===== src/inc/sspe_pkg.sv =====
// Purpose: Shared constants and code conversions for the serial position encoder link.
// Assumes: A 100 MHz core clock on both ends.
// Notes: Times are kept in their own units; cycle counts derive from them.
package sspe_pkg;
	localparam int CLK_MHZ = 100;
	localparam int POS_MAX_BITS = 16;
	// Monoflop interval, nominal and tolerance.
	localparam int MONO_NOM_US = 20;
	localparam int MONO_TOL_US = 10;
	localparam int MONO_CYC = MONO_NOM_US * CLK_MHZ;
	// The controller waits past the longest interval the far end may use.
	localparam int MONO_MAX_CYC = (MONO_NOM_US + MONO_TOL_US) * CLK_MHZ + 1;
	// Least zero-set pulse width.
	localparam int ZERO_MIN_MS = 100;
	localparam int ZERO_MIN_CYC = ZERO_MIN_MS * 1000 * CLK_MHZ;
	// Serial rate range in kbit/s and the half-period bounds it allows.
	localparam int RATE_MIN_KBPS = 100;
	localparam int RATE_MAX_KBPS = 2000;
	localparam int HALF_MIN = (CLK_MHZ * 1000 + 2 * RATE_MAX_KBPS - 1) / (2 * RATE_MAX_KBPS);
	localparam int HALF_MAX = (CLK_MHZ * 1000) / (2 * RATE_MIN_KBPS);
	// Controller register map (byte addresses).
	localparam int ADDR_W = 5;
	localparam logic [ADDR_W-1:0] REG_CTRL = 5'h00;
	localparam logic [ADDR_W-1:0] REG_STATUS = 5'h04;
	localparam logic [ADDR_W-1:0] REG_POS = 5'h08;
	localparam logic [ADDR_W-1:0] REG_IRQ_STAT = 5'h0C;
	localparam logic [ADDR_W-1:0] REG_IRQ_MASK = 5'h10;
	localparam int CTRL_START_BIT = 0;
	localparam int STAT_BUSY_BIT = 0;
	localparam int IRQ_DONE_BIT = 0;
	localparam logic [1:0] RESP_OKAY = 2'h0;
	localparam logic [1:0] RESP_SLVERR = 2'h2;

	function automatic logic [POS_MAX_BITS-1:0] bin2gray(input logic [POS_MAX_BITS-1:0] b);
		return b ^ (b >> 1);
	endfunction: bin2gray

	function automatic logic [POS_MAX_BITS-1:0] gray2bin(input logic [POS_MAX_BITS-1:0] g);
		logic [POS_MAX_BITS-1:0] b;
		b[POS_MAX_BITS-1] = g[POS_MAX_BITS-1];
		for (int i = POS_MAX_BITS - 2; i >= 0; i--) begin
			b[i] = b[i+1] ^ g[i];
		end
		return b;
	endfunction: gray2bin
endpackage: sspe_pkg


===== src/inc/sspe_link_if.sv =====
// Purpose: Synchronous serial link between the position encoder and its controller.
// Assumes: Both lines idle high; the controller owns the clock line.
// Notes: Differential buffering is outside this carrier.
`timescale 1ns/10ps
interface sspe_link_if;
	logic ssi_clk;
	logic ssi_data;
	modport dev(input ssi_clk, output ssi_data);
	modport ctl(output ssi_clk, input ssi_data);
endinterface: sspe_link_if


===== src/design/sspe_ctrl.sv =====
// Purpose: Controller end: AXI4-Lite registers, clock burst generation, word capture.
// Assumes: The encoder answers with the word width set by BITS and the same code.
// Notes: The link clock is a divided copy of core_clk.
//
// The AXI4-Lite slave port and the placing of the registers were chosen for this implementation.
`timescale 1ns/10ps
module sspe_ctrl #(
	parameter int BITS = sspe_pkg::POS_MAX_BITS,
	parameter bit GRAY = 1'b1,
	parameter int HALF = 50
) (
	// Clock and reset.
	input wire logic core_clk,
	input wire logic rstn,
	// AXI4-Lite slave.
	input wire logic [sspe_pkg::ADDR_W-1:0] s_axi_awaddr,
	input wire logic s_axi_awvalid,
	output logic s_axi_awready,
	input wire logic [31:0] s_axi_wdata,
	input wire logic [3:0] s_axi_wstrb,
	input wire logic s_axi_wvalid,
	output logic s_axi_wready,
	output logic [1:0] s_axi_bresp,
	output logic s_axi_bvalid,
	input wire logic s_axi_bready,
	input wire logic [sspe_pkg::ADDR_W-1:0] s_axi_araddr,
	input wire logic s_axi_arvalid,
	output logic s_axi_arready,
	output logic [31:0] s_axi_rdata,
	output logic [1:0] s_axi_rresp,
	output logic s_axi_rvalid,
	input wire logic s_axi_rready,
	// Interrupt.
	output logic irq,
	// Serial link.
	sspe_link_if.ctl link
);
	import sspe_pkg::*;

	if (BITS < 2 || BITS > POS_MAX_BITS || HALF < HALF_MIN || HALF > HALF_MAX) begin : g_bad
		$error("BITS or HALF outside what the link supports");
	end

	localparam int HW = $clog2(HALF);
	localparam int GW = $clog2(MONO_MAX_CYC + 1);
	localparam int NW = $clog2(BITS + 2);
	localparam logic [HW-1:0] HLAST = HW'(HALF - 1);
	localparam logic [GW-1:0] GLAST = GW'(MONO_MAX_CYC);
	localparam logic [NW-1:0] NLAST = NW'(BITS + 1);

	typedef enum logic [2:0] {
		CS_IDLE = 3'b001,
		CS_CLOCK = 3'b010,
		CS_GAP = 3'b100
	} sspe_ctl_state_e;

	sspe_ctl_state_e state;
	logic clk_out;
	logic data_s1;
	logic data_s2;
	logic [HW-1:0] half_cnt;
	logic [GW-1:0] gap_cnt;
	logic [NW-1:0] falls;
	logic [BITS-1:0] rx_word;
	logic [BITS-1:0] pos_word;
	logic done;
	logic aw_hold;
	logic w_hold;
	logic [ADDR_W-1:0] aw_addr;
	logic [31:0] w_data;
	logic w_lane0;
	logic do_write;
	logic start;
	logic irq_stat;
	logic irq_mask;
	logic [31:0] rd_val;
	logic rd_err;
	logic wr_err;
	logic [POS_MAX_BITS-1:0] rx_bin;

	////////////////////////////////////////////////////////////////////////////
	// Write path: address and data are held apart, the response follows both.
	assign do_write = aw_hold & w_hold & ~s_axi_bvalid;
	assign wr_err = !(aw_addr inside {REG_CTRL, REG_STATUS, REG_POS, REG_IRQ_STAT, REG_IRQ_MASK});

	always_ff @(posedge core_clk or negedge rstn) begin
		if (!rstn) begin
			aw_hold <= 1'b0;
			w_hold <= 1'b0;
			aw_addr <= '0;
			w_data <= '0;
			w_lane0 <= 1'b0;
			s_axi_awready <= 1'b0;
			s_axi_wready <= 1'b0;
			s_axi_bvalid <= 1'b0;
			s_axi_bresp <= RESP_OKAY;
		end else begin
			if (s_axi_awvalid && s_axi_awready) begin
				aw_hold <= 1'b1;
				aw_addr <= s_axi_awaddr;
				s_axi_awready <= 1'b0;
			end else if (!aw_hold && !s_axi_bvalid) begin
				s_axi_awready <= 1'b1;
			end
			if (s_axi_wvalid && s_axi_wready) begin
				w_hold <= 1'b1;
				w_data <= s_axi_wdata;
				w_lane0 <= s_axi_wstrb[0];
				s_axi_wready <= 1'b0;
			end else if (!w_hold && !s_axi_bvalid) begin
				s_axi_wready <= 1'b1;
			end
			if (do_write) begin
				aw_hold <= 1'b0;
				w_hold <= 1'b0;
				s_axi_bvalid <= 1'b1;
				s_axi_bresp <= wr_err ? RESP_SLVERR : RESP_OKAY;
			end else if (s_axi_bvalid && s_axi_bready) begin
				s_axi_bvalid <= 1'b0;
			end
		end
	end

	////////////////////////////////////////////////////////////////////////////
	// Read path.
	always_comb begin
		rd_val = 32'h0000_0000;
		rd_err = 1'b0;
		unique case (s_axi_araddr)
			REG_CTRL: rd_val = 32'h0000_0000;
			REG_STATUS: rd_val[STAT_BUSY_BIT] = (state != CS_IDLE);
			REG_POS: rd_val = 32'(pos_word);
			REG_IRQ_STAT: rd_val[IRQ_DONE_BIT] = irq_stat;
			REG_IRQ_MASK: rd_val[IRQ_DONE_BIT] = irq_mask;
			default: rd_err = 1'b1;
		endcase
	end

	always_ff @(posedge core_clk or negedge rstn) begin
		if (!rstn) begin
			s_axi_arready <= 1'b0;
			s_axi_rvalid <= 1'b0;
			s_axi_rdata <= 32'h0000_0000;
			s_axi_rresp <= RESP_OKAY;
		end else if (s_axi_arvalid && s_axi_arready) begin
			s_axi_arready <= 1'b0;
			s_axi_rvalid <= 1'b1;
			s_axi_rdata <= rd_val;
			s_axi_rresp <= rd_err ? RESP_SLVERR : RESP_OKAY;
		end else if (s_axi_rvalid && s_axi_rready) begin
			s_axi_rvalid <= 1'b0;
		end else if (!s_axi_rvalid && !s_axi_arready) begin
			s_axi_arready <= 1'b1;
		end
	end

	////////////////////////////////////////////////////////////////////////////
	// Control and interrupt registers; a new event beats a clear in the same cycle.
	assign start = do_write & w_lane0 & (aw_addr == REG_CTRL) & w_data[CTRL_START_BIT];

	always_ff @(posedge core_clk or negedge rstn) begin
		if (!rstn) begin
			irq_stat <= 1'b0;
			irq_mask <= 1'b0;
			irq <= 1'b0;
		end else begin
			if (done) begin
				irq_stat <= 1'b1;
			end else if (do_write && w_lane0 && aw_addr == REG_IRQ_STAT && w_data[IRQ_DONE_BIT]) begin
				irq_stat <= 1'b0;
			end
			if (do_write && w_lane0 && aw_addr == REG_IRQ_MASK) begin
				irq_mask <= w_data[IRQ_DONE_BIT];
			end
			irq <= irq_stat & irq_mask;
		end
	end

	////////////////////////////////////////////////////////////////////////////
	// Link: BITS+1 clock periods, sampling just before each falling edge but
	// the first; then a pause past the longest monoflop so the next word is fresh.
	always_ff @(posedge core_clk or negedge rstn) begin
		if (!rstn) begin
			data_s1 <= 1'b1;
			data_s2 <= 1'b1;
		end else begin
			data_s1 <= link.ssi_data;
			data_s2 <= data_s1;
		end
	end

	always_ff @(posedge core_clk or negedge rstn) begin
		if (!rstn) begin
			state <= CS_IDLE;
			clk_out <= 1'b1;
			half_cnt <= '0;
			gap_cnt <= '0;
			falls <= '0;
			rx_word <= '0;
			pos_word <= '0;
			done <= 1'b0;
		end else begin
			done <= 1'b0;
			unique case (state)
				CS_IDLE: begin
					if (start) begin
						clk_out <= 1'b0;
						half_cnt <= '0;
						falls <= NW'(1);
						state <= CS_CLOCK;
					end
				end
				CS_CLOCK: begin
					half_cnt <= half_cnt + 1'b1;
					if (half_cnt == HLAST) begin
						half_cnt <= '0;
						if (!clk_out) begin
							clk_out <= 1'b1;
							if (falls == NLAST) begin
								gap_cnt <= '0;
								state <= CS_GAP;
							end
						end else begin
							rx_word <= {rx_word[BITS-2:0], data_s2};
							clk_out <= 1'b0;
							falls <= falls + 1'b1;
						end
					end
				end
				CS_GAP: begin
					gap_cnt <= gap_cnt + 1'b1;
					if (gap_cnt == GLAST) begin
						pos_word <= GRAY ? rx_bin[BITS-1:0] : rx_word;
						done <= 1'b1;
						state <= CS_IDLE;
					end
				end
			endcase
		end
	end

	// Leading zeros of the widened word decode to zeros, so the low bits are exact.
	assign rx_bin = gray2bin(POS_MAX_BITS'(rx_word));

	assign link.ssi_clk = clk_out;
endmodule: sspe_ctrl


===== src/flat_wrapper.sv =====
// flat-port wrapper written by rule: the top's interface ports become plain ports
module sspe_ctrl_flat import sspe_pkg::*;
#(
	parameter int BITS = sspe_pkg::POS_MAX_BITS,
	parameter bit GRAY = 1'b1,
	parameter int HALF = 50
)
  (core_clk, rstn, s_axi_awaddr, s_axi_awvalid, s_axi_awready, s_axi_wdata, s_axi_wstrb, s_axi_wvalid, s_axi_wready, s_axi_bresp, s_axi_bvalid, s_axi_bready, s_axi_araddr, s_axi_arvalid, s_axi_arready, s_axi_rdata, s_axi_rresp, s_axi_rvalid, s_axi_rready, irq, link_ssi_clk, link_ssi_data);
  sspe_link_if link_i ();
  input wire logic core_clk;
  input wire logic rstn;
  input wire logic [sspe_pkg::ADDR_W-1:0] s_axi_awaddr;
  input wire logic s_axi_awvalid;
  output logic s_axi_awready;
  input wire logic [31:0] s_axi_wdata;
  input wire logic [3:0] s_axi_wstrb;
  input wire logic s_axi_wvalid;
  output logic s_axi_wready;
  output logic [1:0] s_axi_bresp;
  output logic s_axi_bvalid;
  input wire logic s_axi_bready;
  input wire logic [sspe_pkg::ADDR_W-1:0] s_axi_araddr;
  input wire logic s_axi_arvalid;
  output logic s_axi_arready;
  output logic [31:0] s_axi_rdata;
  output logic [1:0] s_axi_rresp;
  output logic s_axi_rvalid;
  input wire logic s_axi_rready;
  output logic irq;
  output wire logic [$bits(link_i.ssi_clk)-1:0] link_ssi_clk;
  input wire logic [$bits(link_i.ssi_data)-1:0] link_ssi_data;
  assign link_ssi_clk = link_i.ssi_clk;
  assign link_i.ssi_data = link_ssi_data;
  sspe_ctrl #(.BITS(BITS), .GRAY(GRAY), .HALF(HALF)) u_core (.core_clk(core_clk), .rstn(rstn), .s_axi_awaddr(s_axi_awaddr), .s_axi_awvalid(s_axi_awvalid), .s_axi_awready(s_axi_awready), .s_axi_wdata(s_axi_wdata), .s_axi_wstrb(s_axi_wstrb), .s_axi_wvalid(s_axi_wvalid), .s_axi_wready(s_axi_wready), .s_axi_bresp(s_axi_bresp), .s_axi_bvalid(s_axi_bvalid), .s_axi_bready(s_axi_bready), .s_axi_araddr(s_axi_araddr), .s_axi_arvalid(s_axi_arvalid), .s_axi_arready(s_axi_arready), .s_axi_rdata(s_axi_rdata), .s_axi_rresp(s_axi_rresp), .s_axi_rvalid(s_axi_rvalid), .s_axi_rready(s_axi_rready), .irq(irq), .link(link_i));
endmodule

===== config.mk =====
export PLATFORM = sky130hd
export DESIGN_NAME = sspe_ctrl_flat
export DESIGN_NICKNAME = d
export VERILOG_FILES = /design/src/inc/sspe_pkg.sv /design/src/inc/sspe_link_if.sv /design/src/design/sspe_ctrl.sv /design/src/flat_wrapper.sv
export SDC_FILE = /design/constraint.sdc
export NUM_CORES = 1
export LEC_CHECK = 0
export ABC_AREA = 1
export BUFFER_PORTS_ARGS = -buffer_cell sky130_fd_sc_hd__buf_2
export CELL_PAD_IN_SITES_DETAIL_PLACEMENT = 0
export CELL_PAD_IN_SITES_GLOBAL_PLACEMENT = 1
export CORE_MARGIN = 2
export CORE_UTILIZATION = 38
export CTS_BUF_LIST = sky130_fd_sc_hd__clkbuf_4
export DETAILED_ROUTE_END_ITERATION = 7
export MAX_ROUTING_LAYER = met4
export PLACE_DENSITY = 0.76
export SYNTH_ARGS = -nofsm -noshare
export SYNTH_HDL_FRONTEND = slang
export SYNTH_SLANG_ARGS = --single-unit

===== constraint.sdc =====
create_clock -name core_clk -period 2.4 [get_ports core_clk]
set_input_delay 0.24 -clock core_clk [delete_from_list [all_inputs] [get_ports core_clk]]
set_output_delay 0.24 -clock core_clk [all_outputs]
set_load 0.01 [all_outputs]

* After elaboration in Yosys (flattened, before gate mapping)
Index checks and enable logic that the tools add are counted.
** Storage, ports and cells
- Bits in registers :: 115
- Input bits :: 54
- Output and inout bits :: 43
** Cells by class
- $add $sub $neg :: 3
- Equal/unequal tests :: 22
- Mux-type cells :: 44
- Bitwise logic cells :: 22
- Reduce and logical (&&, ||, !) cells :: 39
** Operators by type and width (count)
- two-way mux 12 bit :: 3
- one-hot mux 12 bit (2 select lines) :: 1
- two-way mux 1 bit :: 22
- equality test 5 x 4 -> 1 bit (second input constant) :: 4
- nonzero test 2 bit :: 10
- equality test 5 bit (second input constant) :: 3
- two-way mux 15 bit :: 1
- two-way mux 3 bit :: 5
- two-way mux 5 bit :: 3
- XOR 1 bit :: 15
- adder 12 x 1 -> 12 bit (second input constant) :: 1
- equality test 12 bit (second input constant) :: 1
- logical AND 1 bit :: 12
- two-way mux 6 bit :: 2
- != test 2 x 1 -> 1 bit (second input constant) :: 6
- one-hot mux 6 bit (2 select lines) :: 1
- equality test 5 x 3 -> 1 bit (second input constant) :: 2
- zero test 5 bit :: 2
- one-hot mux 5 bit (2 select lines) :: 1
- one-hot mux 3 bit (3 select lines) :: 1
- AND reduction 4 bit :: 2
- adder 6 x 1 -> 6 bit (second input constant) :: 1
- bitwise AND 1 bit :: 6
- equality test 6 bit (second input constant) :: 1
- 16 further kinds :: 24

* Longest topological paths before layout
- Depth in word-level cells :: 15
- Mapped depth :: 23
- Gate-level depth less buffers :: 23

* Worst setup path before layout
OpenSTA, ideal clock, no wires.
- Path kind :: flip-flop to flip-flop
- From :: register, netlist name u_core.s_axi_bvalid
- To :: register u_core.gap_cnt[10]
- Library setup time :: 0.077 ns
- Arrival time :: 2.196 ns
- Slack :: 0.126 ns
- Cell stages (with the launch flop) :: 20
- Path buffers :: 0
- Period minus slack after synthesis :: 2.274 ns
- Cells stage by stage :: dfrtp_1 > nor3_2 > nand2_1 > inv_2 > nand3_1 > nand2_1 > nand4_1 > nor2_2 > nor2_2 > inv_2 > nand3_2 > nor2_2 > inv_2 > nor2_1 > nand2_1 > inv_1 > nand2_1 > nor2_2 > o21ai_0 > a21oi_1
** RTL lines
- end signal, assigned :: line sspe_ctrl.sv:231 : gap_cnt <= gap_cnt + 1'b1;
- end, declared :: line sspe_ctrl.sv:62 : logic [GW-1:0] gap_cnt;

* Worst setup path in the final report
- From :: register u_core.rx_word[15]
- To :: register u_core.pos_word[0]
** On the way
- Longest elaborated chain between the ends :: 15
** Ends and longest elaborated chain
- start, declared :: line sspe_ctrl.sv:64 : logic [BITS-1:0] rx_word;
- start signal, assigned :: line sspe_ctrl.sv:224 : rx_word <= {rx_word[BITS-2:0], data_s2};
- XOR 1 bit (15 in a row) :: line sspe_pkg.sv:42 : b[i] = b[i+1] ^ g[i];
- end signal, assigned :: line sspe_ctrl.sv:233 : pos_word <= GRAY ? rx_bin[BITS-1:0] : rx_word;
- end, declared :: line sspe_ctrl.sv:65 : logic [BITS-1:0] pos_word;
Every way passes these cells.
A chain may end at the register's enable or synchronous reset.

==> flow_metrics.py <==
metrics = {
    "sta": {
        "fin_setup_tns_ns": -0.452,
        "period_share": 1.06,
        "drv_slew": 0,
        "hold_viol_final": 0,
        "worst_slew_pin_slew_ns": 0.647,
        "rsz0062_at_grt": "true",
        "fmax_mhz": 394,
        "finClkSkew_ns": 0.0197,
        "slew_headroom": 0.569,
        "worst_slack_ns": -0.138,
        "setup_viol": 5,
        "fin_crit_ns": 2.54,
    },
    "synth": {
        "synth_area_mm2": 0.00454,
        "yosysUniqueCellTypes": 30,
        "ys_warn_count": 0,
        "syn_area_per_cell_um2": 8.44,
        "synth_seq_cells": 97,
        "ys_seq_area_frac": 0.536,
        "synth_cells": 538,
    },
    "global_routing": {
        "grt_first_pass_wirelength_um": 17300,
        "grt_max_degree": 49,
        "overflow": 0,
        "grt_usage": 0.167,
        "grt_pass1_vias": 3915,
        "grt_antenna_before_repair": 1,
    },
    "clock_network": {
        "clock_tree.buffer_depth": 2,
        "cts_buffers": 9,
        "htree_levels": 3,
        "clk-insertion-delay-late_ns": 0.45,
        "cts_sinks": 97,
        "clkTransAtPathRegs_ns": 0.15,
        "cts_tree": "built",
        "cts_root_buf": "clkbuf_4",
    },
    "setup_path": {
        "slowest_delay_ns": 0.44,
        "crit_slowest_cell": "dfrtp_1",
        "required_ns": 2.75,
        "reg2reg_from": "u_core.rx_word[15]$_DFFE_PN0P_",
        "r2r_slack_ns": -0.14,
        "end_kind": "flip-flop",
        "crit_type": "reg -> reg",
        "cp_common_cell": "nand2_4",
        "path_cells": "inv_2 -> nand2_4 -> nand3_4 -> nand2_4 -> nand2_4 -> nand3_4 -> nand2_4 -> nand2_4 -> nand3_4 -> nand2_4 -> nand2_8 -> nand2_4 -> nand2_4 -> nand3_4 -> nand3_4 -> nand3_4 -> nand3_2 -> nand3_2 -> nand2_2 -> nand2_2 -> nand3_2 -> nand2_1 -> nand2_1",
        "path_max_fanout": 4,
        "critPathLaunchType": "flip-flop",
        "rr_endpoint": "u_core.pos_word[0]$_DFFE_PN0P_",
        "arrival_ns": 2.89,
        "rr_worst_depth": 23,
    },
    "cells_and_area": {
        "drive_gt1_frac": 0.342,
        "final_util": 0.543,
        "syn_to_final_growth_pct": 38.2,
        "finalNetCount": 734,
        "num-fill-cells": 1037,
    },
    "floorplan": {
        "die_x_um": 113,
        "fp.dieH_um": 113,
        "coreArea_mm2": 0.0116,
        "initial_utilization": 0.393,
        "rows": 39,
        "pin_count": 97,
        "dieArea_mm2": 0.0128,
    },
    "min_path": {
        "holdPathEnd": "u_core.w_data[0]$_DFFE_PN0P_",
        "hold-path-cell-count": 3,
        "hp-start": "s_axi_wdata[0]",
        "hp-class": "in -> reg",
    },
    "detailed_routing": {
        "drtPass1Iterations": 4,
        "drt_iter0_drc": 191,
        "ant_nets": 0,
        "via_count": 3969,
        "wirelength_um": 10400,
        "drc": 0,
        "post_drt_wl_per_cell_um": 12.6,
        "via_per_inst": 4.82,
    },
    "job": {
        "cap_violations": 0,
    },
    "placement": {
        "gp_congestion": 0.807,
        "port_buffers": 44,
        "dp_hpwl_um": 6500,
    },
    "status": {
        "status": "complete, but fails checks",
        "violations": "negative setup slack",
    },
    "pwr": {
        "powerDensity_mw_per_mm2": 505,
        "ir_drop_mv": 0.321,
        "p_leak_uw": 0.00297,
    },
}
==> metal layers <==
| layer | vias up | track usage | wire length [um] |
|---|---|---|---|
| met2 | 50 | 0.279 | 5220 |
| met1 | 1902 | 0.210 | 4770 |
| met5 | - | - | 0 |
| met3 | 12 | 0.0257 | 253 |
| met4 | 0 | 0.0545 | 127 |
| li1 | 2005 | - | - |
==> layout by cell type (no fill, tap or decap), drive strengths merged <==
| cell | synthesis | routed |
|---|---|---|
| o32ai | 1 | 1 |
| a21oi | 21 | 21 |
| o22ai | 5 | 5 |
| conb | 1 | 18 |
| o21a | 3 | 3 |
| nor3b | 1 | 1 |
| buf | 18 | 125 |
| o31ai | 5 | 5 |
| inv | 73 | 76 |
| dfstp | 4 | 4 |
| clkbuf | 9 | 9 |
| xor2 | 1 | 1 |
| nor2 | 33 | 33 |
| nor3 | 9 | 9 |
| nand2 | 128 | 128 |
| and3 | 1 | 1 |
| a31oi | 5 | 5 |
| nor4 | 2 | 2 |
| clkinvlp | 0 | 3 |
| diode | 0 | 1 |
| o21ai | 57 | 57 |
| dlygate4sd3 | 0 | 10 |
| dfrtp | 93 | 93 |
| nand4 | 8 | 8 |
| ha | 6 | 6 |
| clkinv | 0 | 1 |
| nand3 | 52 | 52 |
| or2 | 1 | 1 |
| nor4b | 1 | 1 |
==> synth_stat cells <==
master      n  share of area
conb_1      1        0.00083
nand3_2     5          0.011
a21oi_1    21          0.023
nor3_2      1         0.0022
buf_4      18          0.030
nand3_1    47          0.052
o22ai_1     5         0.0069
nor2_2      6         0.0083
nand2_1   126           0.10
dfstp_2     4          0.023
a31oi_1     5         0.0069
inv_1      69          0.057
nand2_2     2         0.0028
and3_1      1         0.0014
or2_1       1         0.0014
nor4b_2     1         0.0033
o31ai_1     5         0.0083
dfrtp_1    93           0.51
ha_1        6          0.017
nor4_1      2         0.0028
o21ai_0    57          0.063
o32ai_1     1         0.0019
nor3_1      8         0.0088
nand4_1     8          0.011
nor3b_1     1         0.0017
nor2_1     27          0.022
xor2_1      1         0.0019
o21a_1      3         0.0050
inv_2       4         0.0033
clkbuf_1    9         0.0074
==> through the flow <==
stage / instances / hold slack (ns) / instance area, um2 / worst slack, ns / total power [uW]
floorplan: 555 / -0.0556 / 4610 / 0.126 / 2190
global placement: 759 / 0.304 / 5190 / -0.214 / 2370
detailed placement: 759 / 0.310 / 5190 / -0.235 / 2390
CTS: 814 / 0.00689 / 5860 / -0.0342 / 3220
global route: 823 / 0.0308 / 6280 / -0.360 / 3390
finish: 823 / 0.0285 / 6280 / -0.138 / 3170
==> registers in the layout (all words and copies together), names as in the netlist, 3 cells and up <==
register and count:
u_core.aw_addr 5, u_core.falls 5, u_core.gap_cnt 12, u_core.half_cnt 6, u_core.pos_word 16, u_core.rx_word 16, u_core.s_axi_rdata 16, u_core.state 3
==> worst max path at each step <==
| stage | start | end | slack, ns | cells past startpoint |
|---|---|---|---|---|
| final | u_core.rx_word[15]$_DFFE_PN0P_ | u_core.pos_word[0]$_DFFE_PN0P_ | -0.14 | 23 |
| after global routing | u_core.rx_word[15]$_DFFE_PN0P_ | u_core.pos_word[0]$_DFFE_PN0P_ | -0.36 | 23 |
| after CTS | u_core.rx_word[14]$_DFFE_PN0P_ | u_core.pos_word[0]$_DFFE_PN0P_ | -0.03 | 23 |
| after detailed placement | u_core.rx_word[15]$_DFFE_PN0P_ | u_core.pos_word[1]$_DFFE_PN0P_ | -0.23 | 22 |
| after global placement | u_core.rx_word[15]$_DFFE_PN0P_ | u_core.pos_word[1]$_DFFE_PN0P_ | -0.21 | 22 |
| after floorplan | u_core.s_axi_bvalid$_DFFE_PN0P_ | u_core.gap_cnt[10]$_DFFE_PN0P_ | 0.13 | 19 |
==> kinds of logic after synthesis <==
group                      after synthesis  synth area share
and+or+nand+nor                        236             0.233
buffers and inverters                  100            0.0975
AOI/OAI and AO/OA                       97             0.115
DFF                                     97             0.536
adders and majority gates                6            0.0165
xor gates and xnor gates                 1           0.00193
other                                    1          0.000826
==> timing repair <==
action	4_1_cts	5_1_grt
resized for setup	55	75
endpoints found under the hold margin	51	0
endpoints found under the setup margin	7	18
hold buffers	10	0
cloned	0	0
buffers inserted	29	19
pin swaps	14	33
==> report_power, final <==
group / switching, uW / internal [uW] / total (uW)
Clock: 581 / 222 / 803
Sequential: 86.8 / 1770 / 1860
Combinational: 320 / 189 / 510
Total: 988 / 2180 / 3170
==> area by class of cell <==
type | count | area, um2 | share of cell area
Sequential cell | 97 | 2430 | 0.388
Multi-Input combinational cell | 358 | 2270 | 0.362
Timing Repair Buffer | 135 | 992 | 0.158
Inverter | 73 | 277 | 0.0440
Tap cell | 143 | 179 | 0.0285
Clock buffer | 9 | 67.6 | 0.0108
Clock inverter | 7 | 53.8 | 0.00857
Antenna cell | 1 | 2.50 | 0.000399
==> worst max-delay path: cells and delay by family (launching register included) <==
kind / cells / cell delay (ns)
buffers and inverters: 1 / 0.09
flip-flops: 1 / 0.44
AND/OR/NAND/NOR: 22 / 1.93
Power figures use the tool's default switching activity.
